<file path="src/common/fld_pkg.sv">
/*
 package of the frequency level detector: register indices, reset values,
 output function codes, scaling constants and the detector status carrier.
 assumes frequencies in units of 0.01 Hz and percentages in units of 0.1 %.
*/
`default_nettype none

package fld_pkg;

   // ------------------------------------------------------------------
   // register indices (byte address is four times the index)
   // ------------------------------------------------------------------
   localparam int unsigned IDX_W                  = 14;
   localparam logic [13:0] IDX_DIGITAL_OUT_SELECT = 14'h0a01; // terminal function
   localparam logic [13:0] IDX_CONTACT_OUTPUT_SELECT       = 14'h0a02; // contact function
   localparam logic [13:0] IDX_THRESHOLD_ONE      = 14'h0a14; // level one threshold
   localparam logic [13:0] IDX_HYSTERESIS_ONE     = 14'h0a15; // level one hysteresis
   localparam logic [13:0] IDX_THRESHOLD_TWO      = 14'h0a16; // level two threshold
   localparam logic [13:0] IDX_HYSTERESIS_TWO     = 14'h0a17; // level two hysteresis
   localparam logic [13:0] IDX_ARRIVAL_PERCENT    = 14'h0a18; // arrival band width
   localparam logic [13:0] IDX_MAXIMUM_FREQUENCY  = 14'h0a40; // maximum frequency
   localparam logic [13:0] IDX_DETECTOR_STATUS    = 14'h0a41; // read-only status

   // ------------------------------------------------------------------
   // reset values and limits
   // ------------------------------------------------------------------
   localparam logic [15:0] RESET_DIGITAL_OUT_SELECT = 16'h0002;
   localparam logic [15:0] RESET_CONTACT_OUTPUT_SELECT       = 16'h0008;
   localparam logic [15:0] RESET_THRESHOLD          = 16'h01f4; // 5.00 Hz
   localparam logic [15:0] RESET_PERCENT            = 16'h0000; // 0.0 %
   localparam logic [15:0] RESET_MAXIMUM_FREQUENCY  = 16'h1388; // 50.00 Hz, plain default
   localparam logic [15:0] PERCENT_FULL_SCALE       = 16'h03e8; // 100.0 %
   localparam logic [15:0] SELECT_CODE_MAX          = 16'h0023; // codes 0 to 35
   localparam logic [31:0] PERCENT_DIVISOR          = 32'h0000_03e8;

   // ------------------------------------------------------------------
   // output function codes
   // ------------------------------------------------------------------
   localparam logic [15:0] CODE_LEVEL_ONE = 16'h000f; // 15
   localparam logic [15:0] CODE_LEVEL_TWO = 16'h0010; // 16
   localparam logic [15:0] CODE_ARRIVAL   = 16'h0011; // 17

   // ------------------------------------------------------------------
   // timing of the control sample tick
   // ------------------------------------------------------------------
   localparam int unsigned CLOCK_PERIOD_NS  = 100;
   localparam int unsigned SAMPLE_PERIOD_NS = 1000;
   localparam int unsigned SAMPLE_CYCLES    =
      (SAMPLE_PERIOD_NS + CLOCK_PERIOD_NS - 1) / CLOCK_PERIOD_NS;

   // detector statuses travel together
   typedef struct packed {
      logic arrival;   // operating frequency within arrival band
      logic level_two; // second level detector
      logic level_one; // first level detector
   } fld_status_t;

endpackage

`default_nettype wire

</file>
<file path="src/hdl/fld_top.sv">
/*
 frequency level detector: two hysteretic level detectors, one arrival
 detector, an apb register slave and two routed status outputs.
 assumes the operating and set frequencies come from logic on the same
 clock, in units of 0.01 Hz, and an apb master with 16-bit byte addresses.
*/
// The APB slave port was chosen for this implementation.
//
// Summary of operation
// - code 15 routes level one status out
// - code 16 routes level two status out
// - code 17 routes arrival status out
// - level one sets above its threshold
// - level one clears below threshold minus hysteresis percent of threshold
// - hysteresis acts only on falling frequency
// - level two sets above its threshold
// - level two clears below its own band
// - thresholds default 5.00 Hz, limited to maximum
// - arrival true within set frequency plus/minus band
// - band is percent times maximum, 0..100 %
`timescale 1ns/1ns
`default_nettype none

module fld_top #(
   parameter int unsigned SAMPLE_CYCLES = fld_pkg::SAMPLE_CYCLES // cycles per tick
) (
   input  wire logic        clock,              // 10 MHz system clock
   input  wire logic        rstn,               // synchronous reset, active low
   input  wire logic        psel,               // apb select
   input  wire logic        penable,            // apb access phase
   input  wire logic        pwrite,             // apb direction
   input  wire logic [15:0] paddr,              // apb byte address
   input  wire logic [31:0] pwdata,             // apb write data
   output var  logic [31:0] prdata,             // apb read data
   output var  logic        pready,             // apb ready
   output var  logic        pslverr,            // apb error
   input  wire logic [15:0] operating_frequency, // present output frequency
   input  wire logic [15:0] set_frequency,       // commanded frequency
   output var  logic        digital_output,     // routed terminal status
   output var  logic        contact_output      // routed contact_output status
);

   // ------------------------------------------------------------------
   // register storage
   // ------------------------------------------------------------------
   logic [15:0] digital_output_function_select;      // terminal function code
   logic [15:0] contact_output_function_select;               // contact_output function code
   logic [15:0] level_threshold [2];                 // threshold per detector
   logic [15:0] level_hysteresis [2];                // hysteresis per detector
   logic [15:0] arrival_band_percent;                // arrival width percent
   logic [15:0] maximum_frequency_setting;           // maximum frequency
   logic [15:0] next_digital_output_function_select; // next terminal code
   logic [15:0] next_contact_output_function_select;          // next contact_output code
   logic [15:0] next_level_threshold [2];            // next thresholds
   logic [15:0] next_level_hysteresis [2];           // next hystereses
   logic [15:0] next_arrival_band_percent;           // next arrival percent
   logic [15:0] next_maximum_frequency_setting;      // next maximum
   logic [31:0] next_prdata;                         // next read data
   logic        next_pready;                         // next ready
   logic        next_pslverr;                        // next error

   // ------------------------------------------------------------------
   // detector state
   // ------------------------------------------------------------------
   fld_pkg::fld_status_t status;      // registered detector statuses
   fld_pkg::fld_status_t next_status; // statuses after this cycle
   wire logic [1:0]      next_level;  // level detector next values
   logic [15:0]          tick_count;  // sample divider count
   logic [15:0]          next_tick_count;
   logic                 tick;        // one-cycle sample enable
   logic                 next_tick;
   logic                 next_digital_output;
   logic                 next_contact_output;

   // ------------------------------------------------------------------
   // apb slave
   // ------------------------------------------------------------------
   logic        access;     // access phase in progress
   logic        commit;     // edge at which the transfer completes
   logic [13:0] reg_index;  // word index from byte address
   logic        aligned;    // low address bits clear
   logic [15:0] wvalue;     // low half of write data

   // one wait state: pready rises in the second access cycle, so the read
   // data and the error answer can be registered before they are shown
   always_comb begin
      access    = psel & penable;
      commit    = access & pready;
      reg_index = paddr[15:2];
      aligned   = (paddr[1:0] == 2'b00);
      wvalue    = pwdata[15:0];
   end

   // register next values, read mux and write acceptance
   always_comb begin
      next_digital_output_function_select = digital_output_function_select;
      next_contact_output_function_select          = contact_output_function_select;
      next_level_threshold                = level_threshold;
      next_level_hysteresis               = level_hysteresis;
      next_arrival_band_percent           = arrival_band_percent;
      next_maximum_frequency_setting      = maximum_frequency_setting;
      next_pready                         = access & ~pready;
      next_prdata                         = 32'h0000_0000;
      next_pslverr                        = 1'b0;
      if (access & ~pready) begin
         // first access cycle: decide the answer
         unique case ({aligned, reg_index})
            {1'b1, fld_pkg::IDX_DIGITAL_OUT_SELECT}: begin
               next_prdata  = {16'h0000, digital_output_function_select};
               next_pslverr = pwrite & (wvalue > fld_pkg::SELECT_CODE_MAX);
            end
            {1'b1, fld_pkg::IDX_CONTACT_OUTPUT_SELECT}: begin
               next_prdata  = {16'h0000, contact_output_function_select};
               next_pslverr = pwrite & (wvalue > fld_pkg::SELECT_CODE_MAX);
            end
            {1'b1, fld_pkg::IDX_THRESHOLD_ONE}: begin
               next_prdata  = {16'h0000, level_threshold[0]};
               // a threshold above the maximum frequency is refused
               next_pslverr = pwrite & (wvalue > maximum_frequency_setting);
            end
            {1'b1, fld_pkg::IDX_HYSTERESIS_ONE}: begin
               next_prdata  = {16'h0000, level_hysteresis[0]};
               next_pslverr = pwrite & (wvalue > fld_pkg::PERCENT_FULL_SCALE);
            end
            {1'b1, fld_pkg::IDX_THRESHOLD_TWO}: begin
               next_prdata  = {16'h0000, level_threshold[1]};
               next_pslverr = pwrite & (wvalue > maximum_frequency_setting);
            end
            {1'b1, fld_pkg::IDX_HYSTERESIS_TWO}: begin
               next_prdata  = {16'h0000, level_hysteresis[1]};
               next_pslverr = pwrite & (wvalue > fld_pkg::PERCENT_FULL_SCALE);
            end
            {1'b1, fld_pkg::IDX_ARRIVAL_PERCENT}: begin
               next_prdata  = {16'h0000, arrival_band_percent};
               next_pslverr = pwrite & (wvalue > fld_pkg::PERCENT_FULL_SCALE);
            end
            {1'b1, fld_pkg::IDX_MAXIMUM_FREQUENCY}: begin
               next_prdata  = {16'h0000, maximum_frequency_setting};
            end
            {1'b1, fld_pkg::IDX_DETECTOR_STATUS}: begin
               // status is read-only; a write is answered with an error
               next_prdata  = {29'h0000_0000, status};
               next_pslverr = pwrite;
            end
            default: begin
               // unmapped or misaligned: zero data and an error
               next_pslverr = 1'b1;
            end
         endcase
      end
      if (commit & pwrite & ~pslverr) begin
         // writes land only at the completing edge
         unique case (reg_index)
            fld_pkg::IDX_DIGITAL_OUT_SELECT: next_digital_output_function_select = wvalue;
            fld_pkg::IDX_CONTACT_OUTPUT_SELECT:       next_contact_output_function_select          = wvalue;
            fld_pkg::IDX_THRESHOLD_ONE:      next_level_threshold[0]             = wvalue;
            fld_pkg::IDX_HYSTERESIS_ONE:     next_level_hysteresis[0]            = wvalue;
            fld_pkg::IDX_THRESHOLD_TWO:      next_level_threshold[1]             = wvalue;
            fld_pkg::IDX_HYSTERESIS_TWO:     next_level_hysteresis[1]            = wvalue;
            fld_pkg::IDX_ARRIVAL_PERCENT:    next_arrival_band_percent           = wvalue;
            fld_pkg::IDX_MAXIMUM_FREQUENCY:  next_maximum_frequency_setting      = wvalue;
            default: ;                       // status has no storage
         endcase
      end
      if (commit) begin
         next_prdata  = 32'h0000_0000;
         next_pslverr = 1'b0;
      end
   end

   // register file and bus answer flip-flops
   always_ff @(posedge clock) begin
      if (!rstn) begin
         digital_output_function_select <= fld_pkg::RESET_DIGITAL_OUT_SELECT;
         contact_output_function_select          <= fld_pkg::RESET_CONTACT_OUTPUT_SELECT;
         level_threshold[0]             <= fld_pkg::RESET_THRESHOLD;
         level_threshold[1]             <= fld_pkg::RESET_THRESHOLD;
         level_hysteresis[0]            <= fld_pkg::RESET_PERCENT;
         level_hysteresis[1]            <= fld_pkg::RESET_PERCENT;
         arrival_band_percent           <= fld_pkg::RESET_PERCENT;
         maximum_frequency_setting      <= fld_pkg::RESET_MAXIMUM_FREQUENCY;
         prdata                         <= 32'h0000_0000;
         pready                         <= 1'b0;
         pslverr                        <= 1'b0;
      end else begin
         digital_output_function_select <= next_digital_output_function_select;
         contact_output_function_select          <= next_contact_output_function_select;
         level_threshold                <= next_level_threshold;
         level_hysteresis               <= next_level_hysteresis;
         arrival_band_percent           <= next_arrival_band_percent;
         maximum_frequency_setting      <= next_maximum_frequency_setting;
         prdata                         <= next_prdata;
         pready                         <= next_pready;
         pslverr                        <= next_pslverr;
      end
   end

   // ------------------------------------------------------------------
   // sample tick divider
   // ------------------------------------------------------------------

   // counts clock cycles and pulses tick once per sample period
   always_comb begin
      if (tick_count >= 16'(SAMPLE_CYCLES - 1)) begin
         next_tick_count = 16'h0000;
         next_tick       = 1'b1;
      end else begin
         next_tick_count = tick_count + 16'h0001;
         next_tick       = 1'b0;
      end
   end

   // divider flip-flops
   always_ff @(posedge clock) begin
      if (!rstn) begin
         tick_count <= 16'h0000;
         tick       <= 1'b0;
      end else begin
         tick_count <= next_tick_count;
         tick       <= next_tick;
      end
   end

   // ------------------------------------------------------------------
   // level detectors, one per threshold
   // ------------------------------------------------------------------
   // each detector sees only its own threshold and hysteresis, so the two
   // never influence one another
   for (genvar i = 0; i < 2; i++) begin : g_level
      wire logic [31:0] lag_product;  // threshold times hysteresis percent
      wire logic [15:0] lag;          // lag in frequency units
      wire logic [15:0] release_point; // falling release frequency
      assign lag_product   = 32'(level_threshold[i]) * 32'(level_hysteresis[i]);
      assign lag           = 16'(lag_product / fld_pkg::PERCENT_DIVISOR);
      // percent is limited to full scale, so lag never exceeds the threshold
      assign release_point = level_threshold[i] - lag;
      // rising: bare threshold; falling: hold until below release point
      assign next_level[i] =
         (operating_frequency > level_threshold[i]) ? 1'b1 :
         (operating_frequency < release_point)      ? 1'b0 :
         (i == 0) ? status.level_one : status.level_two;
   end

   // ------------------------------------------------------------------
   // arrival detector and status update
   // ------------------------------------------------------------------
   logic [31:0] band_product; // maximum frequency times arrival percent
   logic [15:0] band;         // arrival half width
   logic [16:0] band_low;     // lower edge, floored at zero
   logic [16:0] band_high;    // upper edge, one bit wider to avoid wrap

   // statuses only move on a sample tick
   always_comb begin
      band_product = 32'(maximum_frequency_setting) * 32'(arrival_band_percent);
      band         = 16'(band_product / fld_pkg::PERCENT_DIVISOR);
      band_low     = (set_frequency > band) ? 17'(set_frequency - band) : 17'h0_0000;
      band_high    = 17'(set_frequency) + 17'(band);
      next_status  = status;
      if (tick) begin
         next_status.level_one = next_level[0];
         next_status.level_two = next_level[1];
         next_status.arrival   = (17'(operating_frequency) >= band_low) &&
                                 (17'(operating_frequency) <= band_high);
      end
   end

   // status flip-flops
   always_ff @(posedge clock) begin
      if (!rstn) begin
         status <= '0;
      end else begin
         status <= next_status;
      end
   end

   // ------------------------------------------------------------------
   // output routing
   // ------------------------------------------------------------------

   // codes outside this block's functions drive the output inactive
   function automatic logic route_status(input logic [15:0]          code,
                                         input fld_pkg::fld_status_t s);
      logic result;
      result = 1'b0;
      if (code == fld_pkg::CODE_LEVEL_ONE) begin
         result = s.level_one;
      end else if (code == fld_pkg::CODE_LEVEL_TWO) begin
         result = s.level_two;
      end else if (code == fld_pkg::CODE_ARRIVAL) begin
         result = s.arrival;
      end
      return result;
   endfunction

   // selects the routed status for each terminal
   always_comb begin
      next_digital_output = route_status(digital_output_function_select, status);
      next_contact_output = route_status(contact_output_function_select, status);
   end

   // output flip-flops, one cycle behind the status registers
   always_ff @(posedge clock) begin
      if (!rstn) begin
         digital_output <= 1'b0;
         contact_output <= 1'b0;
      end else begin
         digital_output <= next_digital_output;
         contact_output <= next_contact_output;
      end
   end

endmodule // fld_top

`default_nettype wire

</file>
<file path="config.mk">
export PLATFORM = sky130hd
export DESIGN_NAME = fld_top
export DESIGN_NICKNAME = d
export VERILOG_FILES = /design/src/common/fld_pkg.sv /design/src/hdl/fld_top.sv
export SDC_FILE = /design/constraint.sdc
export NUM_CORES = 2
export LEC_CHECK = 0
export BUFFER_PORTS_ARGS = -buffer_cell sky130_fd_sc_hd__buf_2
export CAP_MARGIN = 20
export CELL_PAD_IN_SITES_DETAIL_PLACEMENT = 0
export CELL_PAD_IN_SITES_GLOBAL_PLACEMENT = 1
export CORE_ASPECT_RATIO = 1.2
export CORE_MARGIN = 8
export CORE_UTILIZATION = 55
export CTS_BUF_LIST = sky130_fd_sc_hd__clkbuf_2
export CTS_CLUSTER_DIAMETER = 120
export DETAILED_ROUTE_END_ITERATION = 6
export GPL_TIMING_DRIVEN = 0
export HOLD_SLACK_MARGIN = 0.15
export PLACE_DENSITY = 0.95
export SYNTH_ARGS = -nofsm -noshare
export SYNTH_HDL_FRONTEND = slang
export SYNTH_SLANG_ARGS = --single-unit
</file>
<file path="constraint.sdc">
create_clock -name clock -period 66.8 [get_ports clock]
set_input_delay 13.36 -clock clock [delete_from_list [all_inputs] [get_ports clock]]
set_output_delay 13.36 -clock clock [all_outputs]
set_load 0.005 [all_outputs]
</file>
==> impl_metrics.py <==
metrics = {
    "status": {
        "outcome": "complete, but fails checks",
        "violations": "design-rule violations",
    },
    "floorplanning": {
        "design.die.area_um2": 116000,
        "die_y_um": 372,
        "start_util": 0.555,
        "num_rows": 130,
        "ioPinCount": 121,
        "fp.dieW_um": 313,
        "core_area_um2": 105000,
    },
    "drt": {
        "num_vias": 56021,
        "wire_per_inst_um": 20.8,
        "drt_pass1_iterations": 7,
        "drtIter0Drc": 4849,
        "avgViaCountPerCell": 6.31,
        "ant_nets": 0,
        "drc": 11,
        "totalWireLength_um": 185000,
    },
    "grt": {
        "antenna_found_initial": 8,
        "grt_usage": 0.309,
        "grt_max_degree": 17,
        "grt_pass1_vias": 56159,
        "gr-max-usage-layer": "met2",
        "use_met3": 0.0582,
        "use_met1": 0.359,
        "grt_first_pass_wirelength_um": 297000,
        "grt_use_met2": 0.546,
        "overflow": 0,
    },
    "worst_setup_path": {
        "cp-end-kind": "flip-flop",
        "ff2ff_path_depth": 117,
        "arrival_ps": 32440,
        "path_max_fanout": 10,
        "cpPeakStageDelay_ps": 900,
        "cp-start-kind": "flip-flop",
        "crit_path_top_delay_cell": "nor4_2",
        "critPathKind": "reg -> reg",
        "r2r_end": "status[2]",
        "rr_startpoint": "maximum_frequency_setting[10]",
        "path_common_cell": "nor2_1",
        "worstPathRequired_ps": 67630,
        "r2r_setup_slack_ps": 35190,
    },
    "clocking": {
        "postCtsSetupBuffers": 0,
        "insertion_delay_ps": 900,
        "clock_path_buffers": 2,
        "ctsHoldBuffers": 0,
        "cts_sinks": 168,
        "cts_made_buffers": 17,
        "h-tree-depth": 4,
        "cts-resized-gates": 0,
        "root_buffer": "clkbuf_2",
        "clk_pin_slew_ps": 290,
        "tritoncts": "yes",
    },
    "place": {
        "port_buffers": 85,
        "dpl-instance-area_um2": 60400,
        "gp_congestion": 0.994,
        "place_hpwl_um": 150000,
    },
    "sta": {
        "fmax_mhz": 31.6,
        "drv_slew": 0,
        "hold_viol": 0,
        "fin_crit_ps": 31610,
        "skew_ps": 89.8,
        "setup_tns_ps": 0,
        "setup_viol": 0,
        "tightest_slew_ps": 1310,
        "relSlewSlack": 0.117,
        "rsz0062_at_grt": "no",
        "fin_crit_sh": 0.473,
    },
    "worst_hold_path": {
        "min_to": "tick_count[0]",
        "holdCritStartpoint": "tick_count[0]",
        "hold_path_depth": 1,
        "hold_class": "reg -> reg",
    },
    "final_layout": {
        "design_area_um2": 60600,
        "final_common_cell": "nand2_1",
        "drive_above_1_share": 0.0839,
        "fillers": 9925,
        "nNetsFinal": 8629,
        "syn2layout_area_growth_pct": 4.34,
        "mostFrequentLayoutCells": "nand2_1, inv_1, fa_1, ha_1, and2_1",
    },
    "synth": {
        "synth_edf_count": 0,
        "yosys_register_bits": 168,
        "syn_area_um2": 58100,
        "ys.flop_type": "dfxtp_1",
        "ys_seq_area_frac": 0.0579,
        "syn_inst": 7337,
        "ys.warnings.count": 0,
        "ys_types": 177,
        "syn_area_per_cell_um2": 7.92,
        "async_reset_ff_frac": 0,
    },
    "run": {
        "cap_violations": 0,
    },
    "power": {
        "power_density_nw_per_um2": 3.14,
        "vdd_drop_max_mv": 0.00938,
        "p_leak_nw": 27.0,
        "finalPower_w": 0.000190,
    },
}
[cells by family after synthesis]
group	after synthesis	synth area share
other	1	0.0000645
XOR/XNOR	316	0.0485
buffers and inverters	1122	0.0795
multiplexers	188	0.0341
AO/OA/AOI/OAI	1870	0.241
flip-flops	168	0.0579
AND/OR/NAND/NOR	2583	0.229
adder cells (fa/ha/maj)	1089	0.310
[per-stage QoR]
stage          utilization  hold WS (ps)  std cells  worst slack [ps]
2_1_floorplan            -           445       7364             41640
3_3_place_gp         0.576           465       8835             35930
3_5_place_dp         0.576           484       8837             35720
6_report             0.579           529       8873             35190
4_1_cts              0.579           532       8869             35460
5_1_grt              0.579           587       8871             32670
[per-layer routing]
layer / vias to the layer above / wire length [um]
met5: - / 27
li1: 26037 / -
met4: 4 / 10200
met2: 2351 / 89300
met1: 26985 / 70400
met3: 644 / 14800
[synth_stat cells (all sizes together) (168+ instances only)]
| master | number | area share |
|---|---|---|
| inv | 768 | 0.050 |
| dfxtp | 168 | 0.058 |
| o21ai | 283 | 0.025 |
| nand2 | 844 | 0.055 |
| a21oi | 371 | 0.033 |
| and2 | 486 | 0.053 |
| xnor2 | 231 | 0.036 |
| nand3 | 169 | 0.015 |
| clkbuf | 254 | 0.018 |
| ha | 487 | 0.10 |
| nor2 | 351 | 0.023 |
| fa | 586 | 0.20 |
[worst max-delay path by stage]
stage | start | to | slack [ps] | depth (start not counted)
2_1_floorplan | maximum_frequency_setting[10] | status[2] | 41640 | 120
3_3_place_gp | maximum_frequency_setting[10] | status[2] | 35930 | 117
3_5_place_dp | maximum_frequency_setting[11] | status[2] | 35720 | 117
4_1_cts | maximum_frequency_setting[11] | status[2] | 35460 | 117
5_1_grt | maximum_frequency_setting[10] | status[2] | 32670 | 119
6_report | maximum_frequency_setting[10] | status[2] | 35190 | 117
[critical path, delay by kind of cell (launching register included)]
kind / cells / cell delay (ps)
adder cells (fa/ha/maj): 11 / 4740
flip-flops: 1 / 380
AO/OA/AOI/OAI: 55 / 14950
XOR/XNOR: 3 / 1810
buffers and inverters: 13 / 2650
multiplexers: 4 / 1130
AND/OR/NAND/NOR: 31 / 5800
[layout make-up]
type                            instances  area (um2)  area share
Clock inverter                         15         141     0.00233
Inverter                              768        2890      0.0476
Clock buffer                           17        85.1     0.00140
Buffer                                354        1730      0.0286
Sequential cell                       168        3360      0.0555
Tap cell                             1386        1730      0.0286
Multi-Input combinational cell       6074       50200       0.828
Antenna cell                            3        7.51    0.000124
Timing Repair Buffer                   88         452     0.00745
[sequential cells by signal, indices dropped and copies added (netlist names)]
| register | count |
|---|---|
| level_hysteresis | 32 |
| level_threshold | 32 |
| arrival_band_percent | 16 |
| contact_output_function_select | 16 |
| digital_output_function_select | 16 |
| maximum_frequency_setting | 16 |
| prdata | 16 |
| tick_count | 16 |
| status | 3 |
| contact_output | 1 |
| digital_output | 1 |
| pready | 1 |
| pslverr | 1 |
| tick | 1 |
[where the power goes]
part,leakage (nW),total (W),internal (W),switching [W]
combinational,25.5,0.0000310,0.0000116,0.0000194
clock,0.131,0.0000575,0.0000143,0.0000433
sequential,1.36,0.000102,0.000101,0.000000612
No activity file was read; power rests on OpenSTA's default activity.
